<file path="src/logic/framer_defines.svh">
`ifndef FRAMER_DEFINES_SVH
`define FRAMER_DEFINES_SVH

// ----------------------------------------
// Line timing
// ----------------------------------------
`define FR_CLK_HZ      125000000
`define FR_BAUD        9600
`define FR_DATA_BITS   4'h8
`define FR_FRAME_BITS  4'hA

// ----------------------------------------
// Packet limits
// ----------------------------------------
`define FR_MAX_CHARS   8'h80
`define FR_FIFO_DEPTH  32
`define FR_FIFO_WIDTH  8
`define FR_ID_CAPTURE  2'h3

// ----------------------------------------
// Characters
// ----------------------------------------
`define CH_CR     8'h0D
`define CH_KEY    8'h21
`define CH_AT     8'h40
`define CH_ZERO   8'h30
`define CH_COLON  8'h3A
`define CH_SPACE  8'h20
`define CH_DOT    8'h2E
`define CH_R      8'h52
`define CH_E      8'h45
`define CH_A      8'h41
`define CH_L      8'h4C
`define CH_M      8'h4D
`define CH_D      8'h44
`define CH_B      8'h42
`define CH_H      8'h48
`define CH_S      8'h53
`define CH_Z      8'h5A

`endif

</file>
<file path="src/logic/framer_pkg.sv">
package framer_pkg;

  typedef enum logic [1:0] {
    RX_IDLE  = 2'b00,
    RX_START = 2'b01,
    RX_DATA  = 2'b10,
    RX_STOP  = 2'b11
  } rx_state_t;

  typedef enum logic [1:0] {
    PS_START = 2'b00,
    PS_KEYS  = 2'b01,
    PS_BODY  = 2'b10,
    PS_FWD   = 2'b11
  } parse_state_t;

  typedef enum logic [2:0] {
    G_IDLE  = 3'b000,
    G_HOST  = 3'b001,
    G_ID    = 3'b010,
    G_KEYS  = 3'b011,
    G_HDR   = 3'b100,
    G_SPACE = 3'b101,
    G_BODY  = 3'b110,
    G_CR    = 3'b111
  } gen_state_t;

  typedef enum logic [1:0] {
    RK_GENERAL = 2'b00,
    RK_ERROR   = 2'b01,
    RK_ALARM   = 2'b10
  } rsp_kind_t;

  typedef enum logic [2:0] {
    ENC_NONE = 3'b000,
    ENC_DEC  = 3'b001,
    ENC_BIN  = 3'b010,
    ENC_HEX  = 3'b011,
    ENC_STR  = 3'b100,
    ENC_OTH  = 3'b101
  } enc_t;

  typedef struct packed {
    rsp_kind_t  kind;
    logic [3:0] nfields;
    enc_t       enc;
    logic [7:0] main_bcd;
    logic [3:0] sub_code;
    logic [3:0] keys;
  } rsp_hdr_t;

  typedef struct packed {
    logic [7:0] data;
    logic       first;
    logic       is_at;
  } cmd_beat_t;

  typedef struct packed {
    logic [3:0] keys;
    logic       is_at;
    logic       has_cmd;
  } pkt_info_t;

endpackage

</file>
<file path="src/logic/char_fifo.sv">
`timescale 1ns/10ps
module char_fifo #(
  parameter int WIDTH = 8,
  parameter int DEPTH = 32
) (
  input  wire logic             clk,
  input  wire logic             rst_n,
  input  wire logic             ce,
  input  wire logic [WIDTH-1:0] in_data,
  input  wire logic             in_valid,
  output logic                  in_ready,
  output logic [WIDTH-1:0]      out_data,
  output logic                  out_valid,
  input  wire logic             out_ready
);
  localparam int AW = $clog2(DEPTH);

  logic [WIDTH-1:0] mem [DEPTH];
  logic [AW:0]      wr_ptr_ff;
  logic [AW:0]      rd_ptr_ff;
  logic             do_wr;
  logic             do_rd;

  // Full when pointers differ only in the wrap bit
  assign in_ready  = !((wr_ptr_ff[AW] != rd_ptr_ff[AW]) &&
                       (wr_ptr_ff[AW-1:0] == rd_ptr_ff[AW-1:0]));
  assign out_valid = (wr_ptr_ff != rd_ptr_ff);
  assign out_data  = mem[rd_ptr_ff[AW-1:0]];
  assign do_wr     = ce && in_valid && in_ready;
  assign do_rd     = ce && out_valid && out_ready;

  always_ff @(posedge clk) begin
    if (do_wr) begin
      mem[wr_ptr_ff[AW-1:0]] <= in_data;
    end
  end

  always_ff @(posedge clk) begin
    if (!rst_n) begin
      wr_ptr_ff <= '0;
      rd_ptr_ff <= '0;
    end else begin
      if (do_wr) begin
        wr_ptr_ff <= wr_ptr_ff + 1'b1;
      end
      if (do_rd) begin
        rd_ptr_ff <= rd_ptr_ff + 1'b1;
      end
    end
  end
endmodule

</file>
<file path="src/logic/servo_ascii_serial_framer.sv">
`timescale 1ns/10ps
`include "framer_defines.svh"
module servo_ascii_serial_framer
  import framer_pkg::*;
#(
  parameter int BIT_CYCLES = `FR_CLK_HZ / `FR_BAUD
) (
  input  wire logic       clk,
  input  wire logic       rst_n,
  input  wire logic       ce,
  input  wire logic       rxd,
  output logic            txd_ff,
  input  wire logic [3:0] station_id_switch,
  output logic            multi_mode_ff,
  output logic [3:0]      own_id_ff,
  output cmd_beat_t       cmd_ff,
  output logic            cmd_valid_ff,
  output pkt_info_t       pkt_ff,
  output logic            pkt_done_ff,
  output logic            rx_frame_err_ff,
  output logic            fwd_ovf_ff,
  input  wire rsp_hdr_t   rsp_hdr,
  input  wire logic       rsp_start,
  input  wire logic [7:0] rsp_data,
  input  wire logic       rsp_field,
  input  wire logic       rsp_last,
  input  wire logic       rsp_valid,
  output logic            rsp_ready_ff,
  output logic            rsp_busy_ff
);
  localparam int HALF_CYCLES = BIT_CYCLES / 2;

  // ----------------------------------------
  // Pin synchronisers and ID strap
  // ----------------------------------------
  logic [1:0] rxd_sync_ff;
  logic [3:0] id_meta_ff;
  logic [3:0] id_sync_ff;
  logic [1:0] id_cnt_ff;

  always_ff @(posedge clk) begin
    if (!rst_n) begin
      rxd_sync_ff <= 2'h3;
      id_meta_ff  <= 4'h0;
      id_sync_ff  <= 4'h0;
    end else if (ce) begin
      rxd_sync_ff <= {rxd_sync_ff[0], rxd};
      id_meta_ff  <= station_id_switch;
      id_sync_ff  <= id_meta_ff;
    end
  end

  // Switch only read once after reset, as at power-up
  // strap capture
  always_ff @(posedge clk) begin
    if (!rst_n) begin
      id_cnt_ff     <= 2'h0;
      own_id_ff     <= 4'h0;
      multi_mode_ff <= 1'b0;
    end else if (ce && id_cnt_ff != `FR_ID_CAPTURE) begin
      id_cnt_ff <= id_cnt_ff + 2'h1;
      if (id_cnt_ff == `FR_ID_CAPTURE - 2'h1) begin
        own_id_ff     <= id_sync_ff;
        multi_mode_ff <= (id_sync_ff != 4'h0);
      end
    end
  end

  // ----------------------------------------
  // Receiver
  // ----------------------------------------
  rx_state_t  rx_state_ff;
  logic [13:0] rx_cnt_ff;
  logic [2:0]  rx_bit_ff;
  logic [7:0]  rx_shift_ff;
  logic        rx_stb_ff;
  logic        rx_line;

  assign rx_line = rxd_sync_ff[1];

  always_ff @(posedge clk) begin
    if (!rst_n) begin
      rx_state_ff     <= RX_IDLE;
      rx_cnt_ff       <= 14'h0;
      rx_bit_ff       <= 3'h0;
      rx_shift_ff     <= 8'h00;
      rx_stb_ff       <= 1'b0;
      rx_frame_err_ff <= 1'b0;
    end else if (ce) begin
      rx_stb_ff       <= 1'b0;
      rx_frame_err_ff <= 1'b0;
      if (rx_cnt_ff != 14'h0) begin
        rx_cnt_ff <= rx_cnt_ff - 14'h1;
      end else begin
        case (rx_state_ff)
          RX_IDLE: begin
            if (!rx_line) begin
              rx_state_ff <= RX_START;
              rx_cnt_ff   <= 14'(HALF_CYCLES - 1);
            end
          end
          RX_START: begin
            // Glitch shorter than half a bit is dropped
            rx_state_ff <= rx_line ? RX_IDLE : RX_DATA;
            rx_cnt_ff   <= 14'(BIT_CYCLES - 1);
            rx_bit_ff   <= 3'h0;
          end
          RX_DATA: begin
            rx_shift_ff <= {rx_line, rx_shift_ff[7:1]};
            rx_cnt_ff   <= 14'(BIT_CYCLES - 1);
            rx_bit_ff   <= rx_bit_ff + 3'h1;
            if (rx_bit_ff == 3'(`FR_DATA_BITS - 4'h1)) begin
              rx_state_ff <= RX_STOP;
            end
          end
          default: begin
            rx_state_ff     <= RX_IDLE;
            rx_stb_ff       <= rx_line;
            rx_frame_err_ff <= !rx_line;
          end
        endcase
      end
    end
  end

  // ----------------------------------------
  // Packet parser and ring forwarding
  // ----------------------------------------
  parse_state_t ps_ff;
  logic [3:0]   key_cnt_ff;
  logic         is_at_ff;
  logic         fwd_valid_ff;
  logic [7:0]   fwd_byte_ff;
  logic         fwd_take;
  logic         in_keys;
  logic         fifo_in_ready;

  assign in_keys = (ps_ff == PS_KEYS) || (ps_ff == PS_START && !multi_mode_ff);

  always_ff @(posedge clk) begin
    if (!rst_n) begin
      ps_ff        <= PS_START;
      key_cnt_ff   <= 4'h0;
      is_at_ff     <= 1'b0;
      cmd_ff       <= '0;
      cmd_valid_ff <= 1'b0;
      pkt_ff       <= '0;
      pkt_done_ff  <= 1'b0;
      fwd_valid_ff <= 1'b0;
      fwd_byte_ff  <= 8'h00;
      fwd_ovf_ff   <= 1'b0;
    end else if (ce) begin
      cmd_valid_ff <= 1'b0;
      pkt_done_ff  <= 1'b0;
      if (fwd_take) begin
        fwd_valid_ff <= 1'b0;
      end
      if (rx_stb_ff) begin
        if (ps_ff == PS_FWD || (ps_ff == PS_START && multi_mode_ff &&
            rx_shift_ff != `CH_ZERO + {4'h0, own_id_ff})) begin
          fwd_byte_ff  <= rx_shift_ff;
          fwd_valid_ff <= 1'b1;
          fwd_ovf_ff   <= fwd_valid_ff && !fwd_take;
          ps_ff        <= (rx_shift_ff == `CH_CR) ? PS_START : PS_FWD;
        end else if (ps_ff == PS_START && multi_mode_ff) begin
          ps_ff      <= PS_KEYS;
          key_cnt_ff <= 4'h0;
        end else if (rx_shift_ff == `CH_CR) begin
          pkt_done_ff <= 1'b1;
          pkt_ff      <= '{keys: key_cnt_ff, is_at: is_at_ff && !in_keys,
                           has_cmd: !in_keys};
          ps_ff       <= PS_START;
          key_cnt_ff  <= 4'h0;
        end else if (in_keys && rx_shift_ff == `CH_KEY) begin
          key_cnt_ff <= key_cnt_ff + 4'h1;
          ps_ff      <= PS_KEYS;
        end else begin
          cmd_valid_ff <= 1'b1;
          cmd_ff       <= '{data: rx_shift_ff, first: in_keys,
                            is_at: in_keys ? (rx_shift_ff == `CH_AT) : is_at_ff};
          if (in_keys) begin
            is_at_ff <= (rx_shift_ff == `CH_AT);
          end
          ps_ff <= PS_BODY;
        end
      end
    end
  end

  // ----------------------------------------
  // Response generator
  // ----------------------------------------
  gen_state_t gen_ff;
  rsp_hdr_t   hdr_ff;
  logic [2:0] hidx_ff;
  logic [7:0] len_ff;
  logic [3:0] gkeys_ff;
  logic       gen_valid_ff;
  logic [7:0] gen_byte_ff;
  logic       sav_valid_ff;
  logic [7:0] sav_byte_ff;
  logic       sav_last_ff;
  logic       gen_take;
  logic [7:0] hdr_char;
  logic [2:0] hdr_last;
  logic [7:0] enc_char;

  always_comb begin
    case (hdr_ff.enc)
      ENC_NONE: enc_char = `CH_ZERO;
      ENC_DEC:  enc_char = `CH_D;
      ENC_BIN:  enc_char = `CH_B;
      ENC_HEX:  enc_char = `CH_H;
      ENC_STR:  enc_char = `CH_S;
      default:  enc_char = `CH_Z;
    endcase
  end

  always_comb begin
    hdr_last = (hdr_ff.kind == RK_GENERAL) ? 3'h2 : 3'h6;
    hdr_char = `CH_DOT;
    if (hdr_ff.kind == RK_GENERAL) begin
      case (hidx_ff)
        3'h0:    hdr_char = `CH_R;
        3'h1:    hdr_char = `CH_ZERO + {4'h0, hdr_ff.nfields};
        default: hdr_char = enc_char;
      endcase
    end else begin
      case (hidx_ff)
        3'h0:    hdr_char = (hdr_ff.kind == RK_ALARM) ? `CH_A : `CH_E;
        3'h1:    hdr_char = (hdr_ff.kind == RK_ALARM) ? `CH_L : `CH_R;
        3'h2:    hdr_char = (hdr_ff.kind == RK_ALARM) ? `CH_M : `CH_R;
        3'h3:    hdr_char = `CH_ZERO + {4'h0, hdr_ff.main_bcd[7:4]};
        3'h4:    hdr_char = `CH_ZERO + {4'h0, hdr_ff.main_bcd[3:0]};
        3'h5:    hdr_char = `CH_DOT;
        default: hdr_char = `CH_ZERO + {4'h0, hdr_ff.sub_code};
      endcase
    end
  end

  // Forwarded bytes win the FIFO; they cannot be stalled
  assign fwd_take = fwd_valid_ff && fifo_in_ready;
  assign gen_take = gen_valid_ff && fifo_in_ready && !fwd_valid_ff;

  always_ff @(posedge clk) begin
    if (!rst_n) begin
      gen_ff       <= G_IDLE;
      hdr_ff       <= '0;
      hidx_ff      <= 3'h0;
      len_ff       <= 8'h00;
      gkeys_ff     <= 4'h0;
      gen_valid_ff <= 1'b0;
      gen_byte_ff  <= 8'h00;
      sav_valid_ff <= 1'b0;
      sav_byte_ff  <= 8'h00;
      sav_last_ff  <= 1'b0;
      rsp_ready_ff <= 1'b0;
      rsp_busy_ff  <= 1'b0;
    end else if (ce) begin
      if (gen_take) begin
        gen_valid_ff <= 1'b0;
        len_ff       <= len_ff + 8'h01;
      end else if (!gen_valid_ff) begin
        case (gen_ff)
          G_IDLE: begin
            if (rsp_start) begin
              hdr_ff      <= rsp_hdr;
              gkeys_ff    <= rsp_hdr.keys;
              hidx_ff     <= 3'h0;
              len_ff      <= 8'h00;
              rsp_busy_ff <= 1'b1;
              gen_ff      <= multi_mode_ff ? G_HOST : G_KEYS;
            end
          end
          G_HOST: begin
            gen_byte_ff  <= `CH_ZERO;
            gen_valid_ff <= 1'b1;
            gen_ff       <= G_ID;
          end
          G_ID: begin
            gen_byte_ff  <= `CH_ZERO + {4'h0, own_id_ff};
            gen_valid_ff <= 1'b1;
            gen_ff       <= G_KEYS;
          end
          G_KEYS: begin
            if (gkeys_ff != 4'h0) begin
              gen_byte_ff  <= `CH_KEY;
              gen_valid_ff <= 1'b1;
              gkeys_ff     <= gkeys_ff - 4'h1;
            end else begin
              gen_ff <= G_HDR;
            end
          end
          G_HDR: begin
            gen_byte_ff  <= hdr_char;
            gen_valid_ff <= 1'b1;
            hidx_ff      <= hidx_ff + 3'h1;
            if (hidx_ff == hdr_last) begin
              gen_ff <= G_SPACE;
            end
          end
          G_SPACE: begin
            gen_byte_ff  <= `CH_SPACE;
            gen_valid_ff <= 1'b1;
            gen_ff       <= G_BODY;
          end
          G_BODY: begin
            if (sav_valid_ff) begin
              gen_byte_ff  <= sav_byte_ff;
              gen_valid_ff <= 1'b1;
              sav_valid_ff <= 1'b0;
              if (sav_last_ff) begin
                gen_ff <= G_CR;
              end
            end else if (rsp_ready_ff && rsp_valid) begin
              rsp_ready_ff <= 1'b0;
              // drop text past the limit, keep CR room
              if (len_ff + (rsp_field ? 8'h02 : 8'h01) < `FR_MAX_CHARS) begin
                gen_byte_ff  <= rsp_field ? `CH_COLON : rsp_data;
                gen_valid_ff <= 1'b1;
                sav_valid_ff <= rsp_field;
                sav_byte_ff  <= rsp_data;
                sav_last_ff  <= rsp_last;
                if (rsp_last && !rsp_field) begin
                  gen_ff <= G_CR;
                end
              end else if (rsp_last) begin
                gen_ff <= G_CR;
              end
            end else begin
              rsp_ready_ff <= 1'b1;
            end
          end
          default: begin
            gen_byte_ff  <= `CH_CR;
            gen_valid_ff <= 1'b1;
            rsp_busy_ff  <= 1'b0;
            gen_ff       <= G_IDLE;
          end
        endcase
      end
    end
  end

  // ----------------------------------------
  // Transmit FIFO and transmitter
  // ----------------------------------------
  logic [7:0] fifo_out_data;
  logic       fifo_out_valid;
  logic       tx_busy_ff;
  logic [13:0] tx_cnt_ff;
  logic [3:0]  tx_bit_ff;
  logic [9:0]  tx_shift_ff;

  char_fifo #(
    .WIDTH (`FR_FIFO_WIDTH),
    .DEPTH (`FR_FIFO_DEPTH)
  ) u_tx_fifo (
    .clk       (clk),
    .rst_n     (rst_n),
    .ce        (ce),
    .in_data   (fwd_valid_ff ? fwd_byte_ff : gen_byte_ff),
    .in_valid  (fwd_valid_ff || gen_valid_ff),
    .in_ready  (fifo_in_ready),
    .out_data  (fifo_out_data),
    .out_valid (fifo_out_valid),
    .out_ready (!tx_busy_ff)
  );

  always_ff @(posedge clk) begin
    if (!rst_n) begin
      tx_busy_ff  <= 1'b0;
      tx_cnt_ff   <= 14'h0;
      tx_bit_ff   <= 4'h0;
      tx_shift_ff <= 10'h3FF;
      txd_ff      <= 1'b1;
    end else if (ce) begin
      if (!tx_busy_ff) begin
        if (fifo_out_valid) begin
          tx_busy_ff  <= 1'b1;
          tx_shift_ff <= {1'b1, fifo_out_data, 1'b0};
          tx_bit_ff   <= 4'h0;
          tx_cnt_ff   <= 14'h0;
        end
      end else if (tx_cnt_ff != 14'h0) begin
        tx_cnt_ff <= tx_cnt_ff - 14'h1;
      end else if (tx_bit_ff == `FR_FRAME_BITS) begin
        tx_busy_ff <= 1'b0;
      end else begin
        txd_ff      <= tx_shift_ff[0];
        tx_shift_ff <= {1'b1, tx_shift_ff[9:1]};
        tx_bit_ff   <= tx_bit_ff + 4'h1;
        tx_cnt_ff   <= 14'(BIT_CYCLES - 1);
      end
    end
  end
endmodule

</file>
<file path="config.mk">
export PLATFORM = sky130hd
export DESIGN_NAME = servo_ascii_serial_framer
export DESIGN_NICKNAME = d
export VERILOG_FILES = /design/src/logic/framer_pkg.sv /design/src/logic/char_fifo.sv /design/src/logic/servo_ascii_serial_framer.sv
export VERILOG_INCLUDE_DIRS = /design/src /design/src/logic
export SDC_FILE = /design/constraint.sdc
export NUM_CORES = 1
export LEC_CHECK = 0
export BUFFER_PORTS_ARGS = -buffer_cell sky130_fd_sc_hd__buf_2
export CORE_AREA = 2 2 231 290
export DETAILED_ROUTE_END_ITERATION = 8
export DIE_AREA = 0 0 233 292
export PLACE_DENSITY = 0.52
export SYNTH_ARGS = -nofsm -noshare
export SYNTH_HDL_FRONTEND = slang
export SYNTH_HIERARCHICAL = 1
export SYNTH_SLANG_ARGS = --single-unit
</file>
<file path="constraint.sdc">
create_clock -name clk -period 2.95 [get_ports clk]
set_clock_uncertainty 0.1 [all_clocks]
set_input_delay 0.295 -clock clk [delete_from_list [all_inputs] [get_ports clk]]
set_output_delay 0.295 -clock clk [all_outputs]
set_load 0.05 [all_outputs]
</file>
==> results.md <==
* net count of the mapped netlist: 1618
* worst vdd ir: 0.326 mV
* cell row count: 105
* final routed wirelength across all metal layers: 50900 µm
* count of nets left with antenna violations after detail routing: 0
* area occupied by multi-input gates: 7520 µm²
* die extent in x: 233 µm
* sort of element at the start of the critical path: flip-flop
* utilization of the core after routing: 0.354
* number of setup violations in the final report: 0
* via count of the first global-routing pass: 13300
* Final Hold Viols: 0
* deepest level of the CTS H-tree: 2
* Max Buffers Root-to-Sink: 3
* dpl hpwl: 33500 µm
* Die Footprint: 68000 µm²
* period utilisation layout: 0.905
* number of antenna violations at the first check in global routing: 0
* effective utilization at floorplan: 0.298
* clock latency on the worst-skew pair: 590 ps
* per-cell routed wire length: 19.7 µm
* clock tree sinks: 442
* count of flip-flops with a built-in enable after synthesis: 256
* number of buffers inserted during clock tree synthesis: 45
* highest clock rate: 374 MHz
* Ports: 73
* Synthesis Warnings: 6
* number of pins with negative max-slew slack in the final report: 0
* result of the run: finished clean
* root buffer cell: sky130_fd_sc_hd__clkbuf_16
* y dimension of the die: 292 µm
* number of filler instances in the final layout: 6265
* Global Route Usage Sum: 0.150
* leakage power total: 7.70 nW
* nets: 1768
* detailed-route DRC error count: 0
* maximum number of pins on one net before global-route repair: 37
* actual transition at the worst max-transition pin: 1160 ps
* placer congestion estimate: 0.840
* grt total ovfl: 0
* Starting DRT DRC Count: 1042
* register area share after synthesis: 0.587
* antenna cell count: 0
* port buffer count: 72
* total negative setup slack: 0 ps
* PwrDens: 664 nW/µm²
* number of vias in the routed layout: 13200
* TritonCTS clock tree: done
* async set or reset register ratio after synthesis: 0
* cell area after technology mapping: 19400 µm²
* Tmin final: 2670 ps
* total core area: 65300 µm²
* Syn Area/Cell: 12.6 µm²
* layout cells sized above 1: 0.208
* Worst Path Class, Setup: flip-flop to flip-flop
* footprint of the flip-flops and latches: 11400 µm²
* global-route wire length before repair: 78700 µm
* CTS clock-pin slew for the worst setup and hold paths: 60 ps
* crit path capture type: flip-flop
* number of iterations in the first detailed-routing pass: 6
* Max FO, Critical Path: 17
* data required time of the worst path: 3330 ps
* Via-to-Cell Ratio: 5.12
* #FFs+latches synth: 442
* synthesized instance count: 1546
* synthesis-to-layout area growth: 19.0%
* worst hold-check path type: input port to flip-flop
* number of max-capacitance violations reported: 0
* Cell variety after synth: 88
* arrival time at the worst endpoint: 3060 ps
* max_slew headroom: 0.225
* prevailing post-synth register cell: sky130_fd_sc_hd__edfxtp_1
* setup repair after global routing missed its margin: false
## report_power, final
part | internal [mW] | switching [mW] | leakage [nW]
clock | 3.66 | 2.48 | 0.773
combinational | 0.791 | 1.42 | 3.17
sequential | 6.78 | 0.232 | 3.76
total | 11.2 | 4.13 | 7.70
## logic make-up after synthesis
family | Yosys count | share of synthesized area
AOI/OAI and AO/OA | 306 | 0.103
and+or+nand+nor | 468 | 0.121
xor gates and xnor gates | 27 | 0.0122
muxes | 157 | 0.133
buffers and inverters | 119 | 0.0262
adders and majority gates | 27 | 0.0174
DFF | 442 | 0.587
## state kept, by name, summed over array words and instances (netlist names), 9 cells and up, named ones only
name and cells:
hdr_ff 21, cmd_ff 9, tx_cnt_ff 14, u_tx_fifo/mem 256, rx_cnt_ff 14, tx_shift_ff 9
## critical path, cell delays in order (launching register included)
cell,delay [ps]
sky130_fd_sc_hd__dfxtp_1,480
sky130_fd_sc_hd__xor2_1,120
sky130_fd_sc_hd__nor3_1,450
sky130_fd_sc_hd__buf_4,210
sky130_fd_sc_hd__nand2_1,90
sky130_fd_sc_hd__o211ai_1,240
sky130_fd_sc_hd__buf_4,290
sky130_fd_sc_hd__o21ai_0,340
sky130_fd_sc_hd__a31oi_1,240
## layout make-up
cell class	instances	area share
Clock buffer	64	0.0569
Clock inverter	17	0.0121
Inverter	30	0.00498
Multi-Input combinational cell	985	0.325
Sequential cell	442	0.494
Tap cell	856	0.0463
Timing Repair Buffer	192	0.0609
## Yosys cell counts (6+ instances only)
cell type	instances	area, µm²
sky130_fd_sc_hd__buf_2	8	40.0
sky130_fd_sc_hd__nor2_1	123	462
sky130_fd_sc_hd__ha_1	27	338
sky130_fd_sc_hd__nand3_1	46	230
sky130_fd_sc_hd__xor2_1	11	96.3
sky130_fd_sc_hd__buf_1	9	33.8
sky130_fd_sc_hd__o211ai_1	10	75.1
sky130_fd_sc_hd__nor3_1	36	180
sky130_fd_sc_hd__a21oi_1	114	571
sky130_fd_sc_hd__nand4_1	10	62.6
sky130_fd_sc_hd__a211oi_1	15	113
sky130_fd_sc_hd__inv_1	29	109
sky130_fd_sc_hd__nand4b_1	6	52.6
sky130_fd_sc_hd__nor3b_1	11	82.6
sky130_fd_sc_hd__mux2_2	17	191
sky130_fd_sc_hd__edfxtp_1	256	7690
sky130_fd_sc_hd__nor4_1	8	50.1
sky130_fd_sc_hd__or3_1	10	62.6
sky130_fd_sc_hd__nor2b_1	9	56.3
sky130_fd_sc_hd__xnor2_1	16	140
sky130_fd_sc_hd__mux4_2	80	1800
sky130_fd_sc_hd__o2111ai_1	7	61.3
sky130_fd_sc_hd__dfxtp_1	186	3720
sky130_fd_sc_hd__a31oi_1	11	68.8
sky130_fd_sc_hd__buf_4	8	60.1
sky130_fd_sc_hd__or2_2	10	62.6
sky130_fd_sc_hd__o21ai_0	52	260
sky130_fd_sc_hd__o21a_1	8	60.1
sky130_fd_sc_hd__mux2i_1	60	601
sky130_fd_sc_hd__o31ai_1	9	67.6
sky130_fd_sc_hd__nand2_1	131	492
sky130_fd_sc_hd__clkbuf_1	61	229
sky130_fd_sc_hd__or4_1	11	82.6
sky130_fd_sc_hd__a21o_1	7	52.6
sky130_fd_sc_hd__nand2b_1	15	93.8
sky130_fd_sc_hd__nand3b_1	9	67.6
## per-stage QoR
stage	instances	instance area [µm²]	total power [mW]	hold WS (ps)	setup WS (ps)
after global placement	2466	21100	9.26	348	350
after global routing	2586	23100	16.0	30.3	36.3
after detailed placement	2466	21100	9.30	352	314
after CTS	2586	23100	15.5	0.292	286
after floorplan	1546	19400	8.71	323	534
final	2586	23100	15.4	50.1	279
## per-layer routing
layer | global-route usage | part of all wire | vias to the layer above | routed length (µm)
met5 | 0 | 0 | - | 0
met4 | 0.0572 | 0.032 | 0 | 1630
met3 | 0.0227 | 0.041 | 94 | 2080
met2 | 0.265 | 0.51 | 324 | 25900
met1 | 0.183 | 0.42 | 6629 | 21300
li1 | - | - | 6184 | -
## final timing paths
check	from	end	slack (ps)	cells past startpoint
setup / recovery	u_tx_fifo/wr_ptr_ff[0]	tx_cnt_ff[5]	280	8
hold reg to reg	fwd_byte_ff[4]	fwd_byte_ff[4]	360	2
hold / removal	rst_n	txd_ff	50	2
setup reg to reg	u_tx_fifo/wr_ptr_ff[0]	tx_cnt_ff[5]	280	8
## layout by cell type (no fill, tap or decap), types with 11 or more instances in the layout
master	instances
sky130_fd_sc_hd__ha_1	27
sky130_fd_sc_hd__dlygate4sd3_1	39
sky130_fd_sc_hd__mux4_2	80
sky130_fd_sc_hd__edfxtp_1	256
sky130_fd_sc_hd__nand3_1	46
sky130_fd_sc_hd__nand2b_1	15
sky130_fd_sc_hd__mux2i_1	60
sky130_fd_sc_hd__buf_2	72
sky130_fd_sc_hd__nor3b_1	11
sky130_fd_sc_hd__dfxtp_1	184
sky130_fd_sc_hd__buf_4	77
sky130_fd_sc_hd__xnor2_1	16
sky130_fd_sc_hd__nor2_1	123
sky130_fd_sc_hd__clkbuf_16	48
sky130_fd_sc_hd__nor3_1	36
sky130_fd_sc_hd__a31oi_1	11
sky130_fd_sc_hd__xor2_1	11
sky130_fd_sc_hd__nand2_1	131
sky130_fd_sc_hd__mux2_2	17
sky130_fd_sc_hd__or4_1	11
sky130_fd_sc_hd__inv_1	28
sky130_fd_sc_hd__a211oi_1	15
sky130_fd_sc_hd__o21ai_0	52
sky130_fd_sc_hd__a21oi_1	114
## repair_timing
item,4_1_cts,5_1_grt
endpoints found under the hold margin,39,0
resized for setup,0,0
buffers inserted,0,0
hold buffers,39,0
Note: power is estimated with default switching activity, not from simulation.
